## src/logic/loop_ctrl_defs.svh

```systemverilog
// Register offsets, field positions, reset values and size constants for the input loop control bank
`ifndef LOOP_CTRL_DEFS_SVH
`define LOOP_CTRL_DEFS_SVH

`define ADDR_W 12
`define OFF_REF_A_LOW 12'h010
`define OFF_REF_A_HIGH 12'h011
`define OFF_REF_B_LOW 12'h012
`define OFF_REF_B_HIGH 12'h013
`define OFF_TEST_REF 12'h014
`define OFF_LOOP_RSVD 12'h015
`define OFF_FB_LOW 12'h016
`define OFF_FB_HIGH 12'h017
`define OFF_PUMP_CUR 12'h018
`define OFF_PUMP_MODE 12'h019
`define OFF_MISC 12'h01C
`define OFF_READBACK 12'h004

`define RDIV_W 10
`define TDIV_W 6
`define HIGH_MASK 8'h03
`define TEST_MASK 8'h3F
`define MODE_MASK 8'h1F
`define MISC_MASK 8'h80
`define READBACK_MASK 8'h01
`define PUMP_TRI_BIT 7
`define BACKLASH_EN_BIT 4
`define BACKLASH_LSB 2
`define MISC_INDEP_BIT 7
`define BACKLASH_HIGH 2'h2

`define RST_BYTE 8'h00
`define RST_PUMP_MODE 8'h08

`endif

```

## src/logic/loop_ctrl_pkg.sv

```systemverilog
// Types shared by the input loop control bank
package loop_ctrl_pkg;
	typedef enum logic [1:0] {
		BL_MIN,
		BL_LOW,
		BL_HIGH,
		BL_MAX
	} backlash_e;

	typedef enum logic [1:0] {
		PUMP_TRISTATE,
		PUMP_UP,
		PUMP_DOWN,
		PUMP_NORMAL
	} pump_mode_e;
endpackage : loop_ctrl_pkg

```

## src/logic/modulus_counter.sv

```systemverilog
// Reloading modulus counter: one output pulse per modulus input ticks
`timescale 1ns/1ns
module modulus_counter #(
	parameter int W = 10
) (
	// Clock and reset
	input wire logic core_clk,
	input wire logic rst,
	// Count input and modulus
	input wire logic tick,
	input wire logic [W-1:0] modulus,
	// Terminal count pulse
	output logic pulse
);
	logic [W-1:0] count_reg;
	logic [W-1:0] last;

	// Zero and one both mean divide by one
	assign last = (modulus == '0) ? '0 : modulus - W'(1); // RULE2

	// Count up, reload at terminal count
	always_ff @(posedge core_clk or posedge rst) begin
		if (rst) begin
			count_reg <= '0;
			pulse <= 1'b0;
		end else if (tick) begin
			if (count_reg >= last) begin // RULE14
				count_reg <= '0;
				pulse <= 1'b1;
			end else begin
				count_reg <= count_reg + W'(1);
				pulse <= 1'b0;
			end
		end else begin
			pulse <= 1'b0;
		end
	end

	// No pulse without a tick: every pulse comes the cycle after a tick
	property p_pulse_after_tick;
		@(posedge core_clk) disable iff (rst) pulse |-> $past(tick);
	endproperty
	a_pulse_after_tick: assert property (p_pulse_after_tick) else $error("pulse without tick"); // RULE14

	// Modulus one passes every tick through
	property p_div_one;
		@(posedge core_clk) disable iff (rst)
			(tick && modulus <= W'(1) && $stable(modulus)) |=> pulse;
	endproperty
	a_div_one: assert property (p_div_one) else $error("divide by one missed a pulse"); // RULE2
endmodule : modulus_counter

```

## src/logic/input_loop_ctrl.sv

```systemverilog
// Input loop divider and charge pump control register bank
`timescale 1ns/1ns
`include "loop_ctrl_defs.svh"

// Overview of operation
// RULE1: First reference divide ratio is 10 bits, low byte 0x010, bits 1:0 at 0x011.
// RULE2: Reference dividers divide by 1 to 1023; zero and one divide by one.
// RULE3: Second reference ratio: low byte 0x012, top bits 1:0 at 0x013.
// RULE4: Second reference divides independently only when 0x01C bit 7 is one.
// RULE5: Test divider uses 0x014 bits 5:0, divides 1 to 63, zero means one.
// RULE6: Feedback divider ratio from 0x016 and 0x017 bits 1:0, range 1 to 1023.
// RULE7: Bit 7 of 0x018 forces the charge pump output to high impedance.
// RULE8: Bits 6:0 of 0x018 set pump current linearly, half microamp per step.
// RULE9: With 0x019 bit 4 clear the backlash width is forced to high.
// RULE10: Backlash field 3:2 of 0x019: min, low, high, max; resets to high.
// RULE11: Pump mode field 1:0 of 0x019: tristate, up, down, normal; resets tristate.
// RULE12: Writes go to a shadow copy, applied only on the update command.
// RULE13: Reserved bits read zero and writes to them change nothing.
// RULE14: Counters reload at terminal count, one pulse per modulus ticks.
module input_loop_ctrl #(
	parameter int RDIV_W = `RDIV_W,
	parameter int TDIV_W = `TDIV_W
) (
	// Clock and reset
	input wire logic core_clk,
	input wire logic rst,
	// Serial port register access
	input wire logic reg_wr,
	input wire logic reg_rd,
	input wire logic [`ADDR_W-1:0] reg_addr,
	input wire logic [7:0] reg_wdata,
	output logic [7:0] reg_rdata,
	input wire logic io_update,
	// Divider count inputs, same clock domain
	input wire logic first_reference_input_tick,
	input wire logic second_reference_input_tick,
	input wire logic test_ref_tick,
	input wire logic feedback_tick,
	// Divider outputs
	output logic first_ref_pulse,
	output logic second_ref_pulse,
	output logic test_ref_pulse,
	output logic feedback_pulse,
	// Charge pump controls
	output logic pump_hiz,
	output logic [6:0] pump_current,
	output loop_ctrl_pkg::pump_mode_e pump_mode,
	output loop_ctrl_pkg::backlash_e backlash_width
);
	// Register shadow and active copies indexed 0x010..0x01C low nibble + misc
	localparam int NREG = 13;
	logic [7:0] shadow_reg [NREG];
	logic [7:0] active_reg [NREG];
	logic readback_sel_reg;
	logic [RDIV_W-1:0] ref_a_mod;
	logic [RDIV_W-1:0] ref_b_mod;
	logic [RDIV_W-1:0] fb_mod;
	logic [TDIV_W-1:0] test_mod;
	logic [7:0] pump_cur_byte;
	logic [7:0] mode_byte;
	logic [3:0] idx;
	logic hit;

	// Writable mask per slot; reserved bits stay zero
	function automatic logic [7:0] slot_mask(input logic [3:0] i);
		case (i)
			4'h0, 4'h2, 4'h6, 4'h8: slot_mask = 8'hFF;
			4'h1, 4'h3, 4'h7: slot_mask = `HIGH_MASK; // RULE13
			4'h4: slot_mask = `TEST_MASK; // RULE5
			4'h9: slot_mask = `MODE_MASK; // RULE13
			4'hC: slot_mask = `MISC_MASK; // RULE4
			default: slot_mask = 8'h00; // RULE13
		endcase
	endfunction : slot_mask

	// Reset value per slot
	function automatic logic [7:0] slot_reset(input logic [3:0] i);
		if (i == 4'h9) begin
			slot_reset = `RST_PUMP_MODE; // RULE10
		end else begin
			slot_reset = `RST_BYTE; // RULE11
		end
	endfunction : slot_reset

	// Address decode into the 0x010..0x01C window
	assign hit = (reg_addr >= `OFF_REF_A_LOW) && (reg_addr <= `OFF_MISC);
	assign idx = reg_addr[3:0];

	// Shadow and active copies, one slot each
	genvar g;
	generate
		for (g = 0; g < NREG; g++) begin : g_slot
			always_ff @(posedge core_clk or posedge rst) begin
				if (rst) begin
					shadow_reg[g] <= slot_reset(4'(g));
				end else if (reg_wr && hit && idx == 4'(g)) begin
					shadow_reg[g] <= reg_wdata & slot_mask(4'(g)); // RULE13
				end
			end

			// Active copy moves only on the update command
			always_ff @(posedge core_clk or posedge rst) begin
				if (rst) begin
					active_reg[g] <= slot_reset(4'(g));
				end else if (io_update) begin
					active_reg[g] <= shadow_reg[g]; // RULE12
				end
			end

			// A write lands masked; reserved bits are dropped on the way in
			property p_slot_write;
				@(posedge core_clk) disable iff (rst)
					(reg_wr && hit && idx == 4'(g)) |=>
						(shadow_reg[g] == ($past(reg_wdata) & slot_mask(4'(g))));
			endproperty
			a_slot_write: assert property (p_slot_write) else $error("slot write lost"); // RULE12

			// Writes elsewhere, unmapped places too, leave the slot alone
			property p_slot_keep;
				@(posedge core_clk) disable iff (rst)
					!(reg_wr && hit && idx == 4'(g)) |=> $stable(shadow_reg[g]);
			endproperty
			a_slot_keep: assert property (p_slot_keep) else $error("slot moved unwritten"); // RULE13

			// Every slot is copied by one update, so paired bytes move together
			property p_slot_apply;
				@(posedge core_clk) disable iff (rst)
					io_update |=> (active_reg[g] == $past(shadow_reg[g]));
			endproperty
			a_slot_apply: assert property (p_slot_apply) else $error("update missed a slot"); // RULE12

			property p_slot_hold;
				@(posedge core_clk) disable iff (rst)
					!io_update |=> $stable(active_reg[g]);
			endproperty
			a_slot_hold: assert property (p_slot_hold) else $error("slot applied early"); // RULE12
		end
	endgenerate

	// Readback source select
	always_ff @(posedge core_clk or posedge rst) begin
		if (rst) begin
			readback_sel_reg <= 1'b0;
		end else if (reg_wr && reg_addr == `OFF_READBACK) begin
			readback_sel_reg <= reg_wdata[0];
		end
	end

	// Select is not buffered: it acts on the very next read
	property p_rb_sel;
		@(posedge core_clk) disable iff (rst)
			(reg_wr && reg_addr == `OFF_READBACK) |=> (readback_sel_reg == $past(reg_wdata[0]));
	endproperty
	a_rb_sel: assert property (p_rb_sel) else $error("readback select write lost"); // RULE12

	property p_rb_keep;
		@(posedge core_clk) disable iff (rst)
			!(reg_wr && reg_addr == `OFF_READBACK) |=> $stable(readback_sel_reg);
	endproperty
	a_rb_keep: assert property (p_rb_keep) else $error("readback select moved"); // RULE12

	// Registered read data; 0 shows active, 1 shows shadow
	always_ff @(posedge core_clk or posedge rst) begin
		if (rst) begin
			reg_rdata <= 8'h00;
		end else if (reg_rd) begin
			if (reg_addr == `OFF_READBACK) begin
				reg_rdata <= {7'h00, readback_sel_reg};
			end else if (hit) begin
				reg_rdata <= readback_sel_reg ? shadow_reg[idx] : active_reg[idx]; // RULE13
			end else begin
				reg_rdata <= 8'h00;
			end
		end
	end

	// Read data stands until the next read strobe, so a slow master can take it late
	property p_rdata_hold;
		@(posedge core_clk) disable iff (rst)
			!reg_rd |=> $stable(reg_rdata);
	endproperty
	a_rdata_hold: assert property (p_rdata_hold) else $error("read data moved unread"); // RULE12

	// Places outside the bank, except the readback select at 0x004, read as zero
	property p_rdata_unmapped;
		@(posedge core_clk) disable iff (rst)
			(reg_rd && !hit && reg_addr != `OFF_READBACK) |=> (reg_rdata == 8'h00);
	endproperty
	a_rdata_unmapped: assert property (p_rdata_unmapped) else $error("unmapped not zero"); // RULE13

	// Select clear shows what the loop logic is using now
	property p_rdata_active;
		@(posedge core_clk) disable iff (rst)
			(reg_rd && hit && !readback_sel_reg) |=> (reg_rdata == $past(active_reg[idx]));
	endproperty
	a_rdata_active: assert property (p_rdata_active) else $error("active readback wrong"); // RULE12

	property p_rdata_shadow;
		@(posedge core_clk) disable iff (rst)
			(reg_rd && hit && readback_sel_reg) |=> (reg_rdata == $past(shadow_reg[idx]));
	endproperty
	a_rdata_shadow: assert property (p_rdata_shadow) else $error("shadow readback wrong"); // RULE12

	// Reserved bits of a bank byte always read clear
	property p_rdata_rsvd;
		@(posedge core_clk) disable iff (rst)
			(reg_rd && hit) |=> ((reg_rdata & ~slot_mask($past(idx))) == 8'h00);
	endproperty
	a_rdata_rsvd: assert property (p_rdata_rsvd) else $error("reserved bit read back"); // RULE13

	// Divider moduli from active bytes
	assign ref_a_mod = {active_reg[1][1:0], active_reg[0]}; // RULE1
	assign ref_b_mod = {active_reg[3][1:0], active_reg[2]}; // RULE3
	assign test_mod = active_reg[4][TDIV_W-1:0]; // RULE5
	assign fb_mod = {active_reg[7][1:0], active_reg[6]}; // RULE6
	assign pump_cur_byte = active_reg[8];
	assign mode_byte = active_reg[9];

	// Both bytes of a ratio reach the counter on the same update, never half of it
	property p_ref_a_pair;
		@(posedge core_clk) disable iff (rst)
			io_update |=> (ref_a_mod == {$past(shadow_reg[1][1:0]), $past(shadow_reg[0])});
	endproperty
	a_ref_a_pair: assert property (p_ref_a_pair) else $error("first ratio not applied"); // RULE1

	property p_ref_b_pair;
		@(posedge core_clk) disable iff (rst)
			io_update |=> (ref_b_mod == {$past(shadow_reg[3][1:0]), $past(shadow_reg[2])});
	endproperty
	a_ref_b_pair: assert property (p_ref_b_pair) else $error("second ratio not applied"); // RULE3

	property p_fb_pair;
		@(posedge core_clk) disable iff (rst)
			io_update |=> (fb_mod == {$past(shadow_reg[7][1:0]), $past(shadow_reg[6])});
	endproperty
	a_fb_pair: assert property (p_fb_pair) else $error("feedback ratio not applied"); // RULE6

	property p_test_ratio;
		@(posedge core_clk) disable iff (rst)
			io_update |=> (test_mod == $past(shadow_reg[4][TDIV_W-1:0]));
	endproperty
	a_test_ratio: assert property (p_test_ratio) else $error("test ratio not applied"); // RULE5

	modulus_counter #(.W(RDIV_W)) u_ref_a (
		.core_clk(core_clk),
		.rst(rst),
		.tick(first_reference_input_tick),
		.modulus(ref_a_mod),
		.pulse(first_ref_pulse)
	);

	// Without independent mode the second path shares the first ratio
	modulus_counter #(.W(RDIV_W)) u_ref_b (
		.core_clk(core_clk),
		.rst(rst),
		.tick(second_reference_input_tick),
		.modulus(active_reg[12][`MISC_INDEP_BIT] ? ref_b_mod : ref_a_mod), // RULE4
		.pulse(second_ref_pulse)
	);

	modulus_counter #(.W(TDIV_W)) u_test (
		.core_clk(core_clk),
		.rst(rst),
		.tick(test_ref_tick),
		.modulus(test_mod),
		.pulse(test_ref_pulse)
	);

	modulus_counter #(.W(RDIV_W)) u_fb (
		.core_clk(core_clk),
		.rst(rst),
		.tick(feedback_tick),
		.modulus(fb_mod),
		.pulse(feedback_pulse)
	);

	// Pump controls registered from active values
	always_ff @(posedge core_clk or posedge rst) begin
		if (rst) begin
			pump_hiz <= 1'b0;
			pump_current <= 7'h00;
			pump_mode <= loop_ctrl_pkg::PUMP_TRISTATE;
			backlash_width <= loop_ctrl_pkg::BL_HIGH;
		end else begin
			pump_hiz <= pump_cur_byte[`PUMP_TRI_BIT]; // RULE7
			pump_current <= pump_cur_byte[6:0]; // RULE8
			pump_mode <= loop_ctrl_pkg::pump_mode_e'(mode_byte[1:0]); // RULE11
			// Automatic mode pins the width at high regardless of the field
			if (mode_byte[`BACKLASH_EN_BIT]) begin
				backlash_width <= loop_ctrl_pkg::backlash_e'(mode_byte[3:2]); // RULE10
			end else begin
				backlash_width <= loop_ctrl_pkg::BL_HIGH; // RULE9
			end
		end
	end

	// Shadow write does not reach the pump until update
	property p_shadow_hold;
		@(posedge core_clk) disable iff (rst)
			(!io_update) |=> $stable(active_reg[8]);
	endproperty
	a_shadow_hold: assert property (p_shadow_hold) else $error("active changed without update"); // RULE12

	property p_update_copy;
		@(posedge core_clk) disable iff (rst)
			io_update |=> (active_reg[9] == $past(shadow_reg[9]));
	endproperty
	a_update_copy: assert property (p_update_copy) else $error("update did not copy shadow"); // RULE12

	property p_hiz;
		@(posedge core_clk) disable iff (rst)
			1'b1 |=> (pump_hiz == $past(active_reg[8][7]));
	endproperty
	a_hiz: assert property (p_hiz) else $error("tristate bit not applied"); // RULE7

	property p_current;
		@(posedge core_clk) disable iff (rst)
			1'b1 |=> (pump_current == $past(active_reg[8][6:0]));
	endproperty
	a_current: assert property (p_current) else $error("pump current mismatch"); // RULE8

	property p_backlash_auto;
		@(posedge core_clk) disable iff (rst)
			!active_reg[9][4] |=> (backlash_width == loop_ctrl_pkg::BL_HIGH);
	endproperty
	a_backlash_auto: assert property (p_backlash_auto) else $error("auto backlash not high"); // RULE9

	property p_backlash_field;
		@(posedge core_clk) disable iff (rst)
			active_reg[9][4] |=> (backlash_width == $past(active_reg[9][3:2]));
	endproperty
	a_backlash_field: assert property (p_backlash_field) else $error("backlash field ignored"); // RULE10

	property p_mode;
		@(posedge core_clk) disable iff (rst)
			1'b1 |=> (pump_mode == $past(active_reg[9][1:0]));
	endproperty
	a_mode: assert property (p_mode) else $error("pump mode mismatch"); // RULE11

	property p_rsvd_zero;
		@(posedge core_clk) disable iff (rst)
			(shadow_reg[9][7:5] == 3'h0) && (shadow_reg[5] == 8'h00) && (shadow_reg[4][7:6] == 2'h0);
	endproperty
	a_rsvd_zero: assert property (p_rsvd_zero) else $error("reserved bits stored"); // RULE13

	property p_ref_b_shared;
		@(posedge core_clk) disable iff (rst)
			!active_reg[12][7] |-> (u_ref_b.modulus == ref_a_mod);
	endproperty
	a_ref_b_shared: assert property (p_ref_b_shared) else $error("second ref not shared"); // RULE4

	c_update: cover property (@(posedge core_clk) disable iff (rst) io_update ##1 pump_hiz);
	c_fb_pulse: cover property (@(posedge core_clk) disable iff (rst) feedback_pulse);
	c_manual_bl: cover property (@(posedge core_clk) disable iff (rst)
		backlash_width == loop_ctrl_pkg::BL_MIN);
	c_indep: cover property (@(posedge core_clk) disable iff (rst) active_reg[12][7] && second_ref_pulse);
	c_rb_shadow: cover property (@(posedge core_clk) disable iff (rst) reg_rd && readback_sel_reg);
endmodule : input_loop_ctrl

```

## config.mk

```make
export PLATFORM = sky130hd
export DESIGN_NAME = input_loop_ctrl
export DESIGN_NICKNAME = d
export VERILOG_FILES = /design/src/logic/loop_ctrl_pkg.sv /design/src/logic/modulus_counter.sv /design/src/logic/input_loop_ctrl.sv
export VERILOG_INCLUDE_DIRS = /design/src /design/src/logic
export SDC_FILE = /design/constraint.sdc
export NUM_CORES = 1
export LEC_CHECK = 0
export ABC_CLOCK_PERIOD_IN_PS = 4600
export BUFFER_PORTS_ARGS = -buffer_cell sky130_fd_sc_hd__buf_2
export CAP_MARGIN = 10
export CORE_UTILIZATION = 56
export CTS_CLUSTER_DIAMETER = 200
export DETAILED_ROUTE_END_ITERATION = 8
export MAX_ROUTING_LAYER = met4
export PLACE_DENSITY = 0.87
export SETUP_SLACK_MARGIN = 0.4
export SYNTH_ARGS = -nofsm -noshare
export SYNTH_HDL_FRONTEND = slang
export SYNTH_SLANG_ARGS = --single-unit
```

## constraint.sdc

```tcl
create_clock -name core_clk -period 4.6 [get_ports core_clk]
set_clock_uncertainty 0.05 [all_clocks]
set_input_delay 0 -clock core_clk [delete_from_list [all_inputs] [get_ports core_clk]]
set_output_delay 0 -clock core_clk [all_outputs]
set_load 0.01 [all_outputs]
```

==> run_summary.xml <==
<?xml version="1.0" encoding="UTF-8"?>
<metrics>
  <group name="grt">
    <metric name="maximum_number_of_pins_on_one_net_before_global_route_repair" unit="">162</metric>
    <metric name="number_of_antenna_violations_at_the_first_check_in_global_routing" unit="">0</metric>
    <metric name="grt_pass1_vias" unit="">6575</metric>
    <metric name="grt_usage" unit="">0.272</metric>
    <metric name="first_pass_grt_wire_length" unit="um">33600</metric>
    <metric name="globalRouteOverflowTotal" unit="">0</metric>
  </group>
  <group name="final_layout">
    <metric name="finish.net_count" unit="">940</metric>
    <metric name="antenna-diode-count" unit="">0</metric>
    <metric name="area_occupied_by_multi_input_gates" unit="sq mm">0.00459</metric>
    <metric name="area_growth" unit="%">13.4</metric>
    <metric name="layout-drive-gt1-share" unit="">0.236</metric>
    <metric name="sequential_cell_area" unit="sq mm">0.00403</metric>
    <metric name="number_of_fill_cells_in_the_layout" unit="">1097</metric>
    <metric name="largest_reg_flops" unit="">50</metric>
  </group>
  <group name="setup_path">
    <metric name="worst-r2r-cell-count" unit="">13</metric>
    <metric name="critical_path.startpoint_type" unit="">flop</metric>
    <metric name="crit_path_top_delay_cell" unit="">dfrtp_2</metric>
    <metric name="crit_chain" unit="">mux2i_1, ha_1, nand2_1, nor4b_1, xnor2_1, nand2_1, ha_1, o21ai_0, nand2b_1, o2111ai_1, o21ai_0, and2_1, nor3_1</metric>
    <metric name="cpLargestDelayFamily" unit="">simple AND/OR/NAND/NOR gates</metric>
    <metric name="cp_slowest_stage_delay" unit="ps">610</metric>
    <metric name="timing.critical_path.depth" unit="">13</metric>
    <metric name="cp_data_required_time" unit="ps">4860</metric>
    <metric name="setup.worst_path.end_class" unit="">flop</metric>
    <metric name="path_max_fanout" unit="">20</metric>
    <metric name="worstSetupPathType" unit="">flop to flop</metric>
    <metric name="critical_path_arrival" unit="ps">3940</metric>
    <metric name="critPathBufInv" unit="">0</metric>
  </group>
  <group name="sta">
    <metric name="max_slew_margin" unit="">0.416</metric>
    <metric name="final_hold_viol_count" unit="">0</metric>
    <metric name="setup_repair_after_global_routing_missed_its_margin" unit="">false</metric>
    <metric name="period_minus_ws_final" unit="ps">3690</metric>
    <metric name="setup_tns" unit="ps">0</metric>
    <metric name="final.hold.worst_slack" unit="ps">143</metric>
    <metric name="slew_viol_final" unit="">0</metric>
    <metric name="setup_violations" unit="">0</metric>
    <metric name="timing.fmax" unit="MHz">271</metric>
    <metric name="finalCritPeriodShare" unit="">0.801</metric>
    <metric name="worst-slew-pin-transition" unit="ps">876</metric>
  </group>
  <group name="synth">
    <metric name="ys.warnings.count" unit="">0</metric>
    <metric name="syn-num-nets" unit="">883</metric>
    <metric name="synthCells" unit="">807</metric>
    <metric name="mappedNetlistArea" unit="sq mm">0.00886</metric>
    <metric name="synth_flop_cell" unit="">dfrtp_1</metric>
    <metric name="synth.ff_latch_count" unit="">161</metric>
    <metric name="syn_avg_cell_area" unit="sq um">11.0</metric>
    <metric name="count_of_distinct_cell_types_in_the_synthesized_netlist" unit="">63</metric>
    <metric name="postSynth.asyncResetShare" unit="">1.00</metric>
    <metric name="synth_edf_count" unit="">0</metric>
    <metric name="synth_seq_area_share" unit="">0.455</metric>
  </group>
  <group name="clock_network">
    <metric name="cts-htree-levels" unit="">4</metric>
    <metric name="tritoncts.num_buffers" unit="">17</metric>
    <metric name="cts_max_path_buffers" unit="">2</metric>
    <metric name="cts_tree" unit="">done</metric>
    <metric name="clockRootBuffer" unit="">clkbuf_16</metric>
    <metric name="clkLatencyLatePin" unit="ps">430</metric>
    <metric name="clkTransAtPathRegs" unit="ps">60</metric>
    <metric name="cts_num_sinks" unit="">161</metric>
  </group>
  <group name="pwr">
    <metric name="pwr-share-clk" unit="">0.445</metric>
    <metric name="cellLeakagePower" unit="uW">0.00481</metric>
    <metric name="power_density" unit="mW/mm^2">327</metric>
    <metric name="final_total_pwr" unit="uW">3290</metric>
    <metric name="net-switching-power" unit="uW">780</metric>
    <metric name="vdd_ir_drop_max" unit="mV">0.285</metric>
    <metric name="seqPwrFrac" unit="">0.451</metric>
    <metric name="switching_share_of_total_power" unit="">0.237</metric>
    <metric name="comb_pwr_share" unit="">0.104</metric>
    <metric name="internal_power" unit="uW">2510</metric>
  </group>
  <group name="drt">
    <metric name="violation_count_after_the_first_detailed_routing_iteration" unit="">565</metric>
    <metric name="detail-route-antenna-nets" unit="">0</metric>
    <metric name="viasPerCell" unit="">6.02</metric>
    <metric name="postRouteWirelength" unit="um">20200</metric>
    <metric name="drt_pass1_iterations" unit="">5</metric>
    <metric name="num_vias" unit="">6550</metric>
    <metric name="routed_len_inst" unit="um">18.5</metric>
    <metric name="drc_violation_count_after_routing" unit="">0</metric>
  </group>
  <group name="placement">
    <metric name="io_buffer_count" unit="">52</metric>
    <metric name="place_congestion" unit="">0.865</metric>
    <metric name="place.detailed.hpwl" unit="um">13500</metric>
  </group>
  <group name="worst_hold_path">
    <metric name="worst_hold_path.num_cells" unit="">4</metric>
    <metric name="min-delay-path-class" unit="">primary input to flop</metric>
  </group>
  <group name="floorplan">
    <metric name="fp.dieArea" unit="sq mm">0.0163</metric>
    <metric name="die_height" unit="um">128</metric>
    <metric name="io-pin-count" unit="">53</metric>
    <metric name="std_cell_rows" unit="">45</metric>
    <metric name="floorplan.core_area" unit="sq mm">0.0153</metric>
    <metric name="die_x_extent" unit="um">128</metric>
    <metric name="initial_utilization" unit="">0.579</metric>
  </group>
  <group name="job">
    <metric name="cap_viol_max_count" unit="">0</metric>
  </group>
  <group name="status">
    <metric name="run_status" unit="">finished, final reports clean</metric>
  </group>
</metrics>
[per-layer routing]
metal / global-route usage / vias to the layer above / wire length [um]
met5: - / - / 0
met4: 0.107 / 0 / 468
met3: 0.0513 / 41 / 1300
met2: 0.428 / 262 / 9710
met1: 0.350 / 3223 / 8700
li1: - / 3024 / -
[worst min-delay path: cells and delay by family]
family        cells  cell delay (ps)
simple gates      2              270
mux               1              210
buf+inv           1              100
[kinds of logic (layout without fill, tap and decap cells)]
| family | Yosys count | count (layout) | synth area share |
|---|---|---|---|
| simple gates | 243 | 243 | 0.141 |
| flops | 161 | 161 | 0.455 |
| mux | 138 | 138 | 0.185 |
| compound gates | 119 | 119 | 0.0854 |
| buf+inv | 58 | 128 | 0.0265 |
| fa+ha+maj | 47 | 47 | 0.0664 |
| xor+xnor | 41 | 41 | 0.0405 |
[synth_stat cells, drive strengths merged, types with 3 or more instances]
cell | instances | share of area
nand4 | 3 | 0.0021
clkbuf | 20 | 0.0085
dfrtp | 158 | 0.45
xor2 | 25 | 0.025
nor2 | 57 | 0.026
or3 | 8 | 0.0056
buf | 14 | 0.0079
a21oi | 28 | 0.016
o2bb2ai | 6 | 0.0059
nor4 | 6 | 0.0049
a31oi | 5 | 0.0035
nor3b | 5 | 0.0054
a21o | 3 | 0.0025
nand4b | 3 | 0.0030
and3 | 14 | 0.0099
nand3 | 29 | 0.016
nand2b | 13 | 0.0092
o21ai | 38 | 0.021
and2 | 9 | 0.0064
ha | 47 | 0.066
mux2i | 29 | 0.033
xnor2 | 16 | 0.016
o211ai | 3 | 0.0025
o22ai | 4 | 0.0028
a211oi | 5 | 0.0042
o21a | 5 | 0.0042
nand2 | 64 | 0.028
mux4 | 11 | 0.028
nor3 | 21 | 0.014
dfstp | 3 | 0.0089
inv | 24 | 0.010
mux2 | 98 | 0.12
[cells in the final DEF (no fill, tap or decap), types with 4 or more instances in the layout]
cell,instances
dfrtp_1,157
mux2_2,98
nand2_1,61
nor2_1,55
buf_2,52
ha_1,47
o21ai_0,38
mux2i_1,29
nand3_1,29
a21oi_1,28
xor2_1,25
inv_1,23
nor3_1,19
clkbuf_16,17
xnor2_1,16
dlygate4sd3_1,16
and3_1,14
nand2b_1,13
mux4_2,11
and2_1,9
or3_1,8
clkbuf_1,8
o2bb2ai_1,6
o21a_1,5
nor4_1,5
a211oi_1,5
a31oi_1,5
o22ai_1,4
bufinv_16,4
[per-stage QoR]
step | utilization | instances | setup slack [ps] | cell area (sq um)
after floorplan | - | 807 | 1430 | 8870
after global placement | 0.606 | 1040 | 957 | 9290
after detailed placement | 0.606 | 1040 | 743 | 9290
after CTS | 0.656 | 1088 | 721 | 10100
after global routing | 0.656 | 1088 | 606 | 10100
final | 0.656 | 1088 | 914 | 10100
[repair_timing]
item,CTS,global route
hold buffers,16,0
resized for setup,0,1
buffers inserted,0,0
setup endpoints to repair,0,4
endpoints found under the hold margin,242,0
[cell type report]
type                    instances  share of cell area
clock buffers                  26              0.0467
flip-flops and latches        161               0.401
repair buffers                 72              0.0461
well taps                     211              0.0263
inverters                      24             0.00934
clock inverters                 6              0.0133
multi-input cells             588               0.457
[final timing paths]
kind	slack (ps)	to	start
worst min-delay path	140	readback_sel_reg$_DFFE_PP0P_	reg_addr[4]
worst max-delay path	910	u_ref_b.count_reg[2]$_DFFE_PP0P_	active_reg[7]$_DFFE_PP0P_
worst max register to register	910	u_ref_b.count_reg[2]$_DFFE_PP0P_	active_reg[7]$_DFFE_PP0P_
worst min register to register	350	pump_mode[0]$_DFF_PP0_	mode_byte[0]$_DFFE_PP0P_
min in group asynchronous	270	u_test.pulse$_DFF_PP0_	rst
max in group asynchronous	3550	u_ref_a.count_reg[2]$_DFFE_PP0P_	rst
[power by group through the flow]
stage                     clock, uW  sequential (uW)  combinational (uW)
after detailed placement          0             1510                 327
after floorplan                   0             1500                 232
after CTS                      1470             1480                 345
after global routing           1540             1490                 389
final                          1460             1480                 343
after global placement            0             1500                 313
No activity file was read; power rests on OpenSTA's default activity.
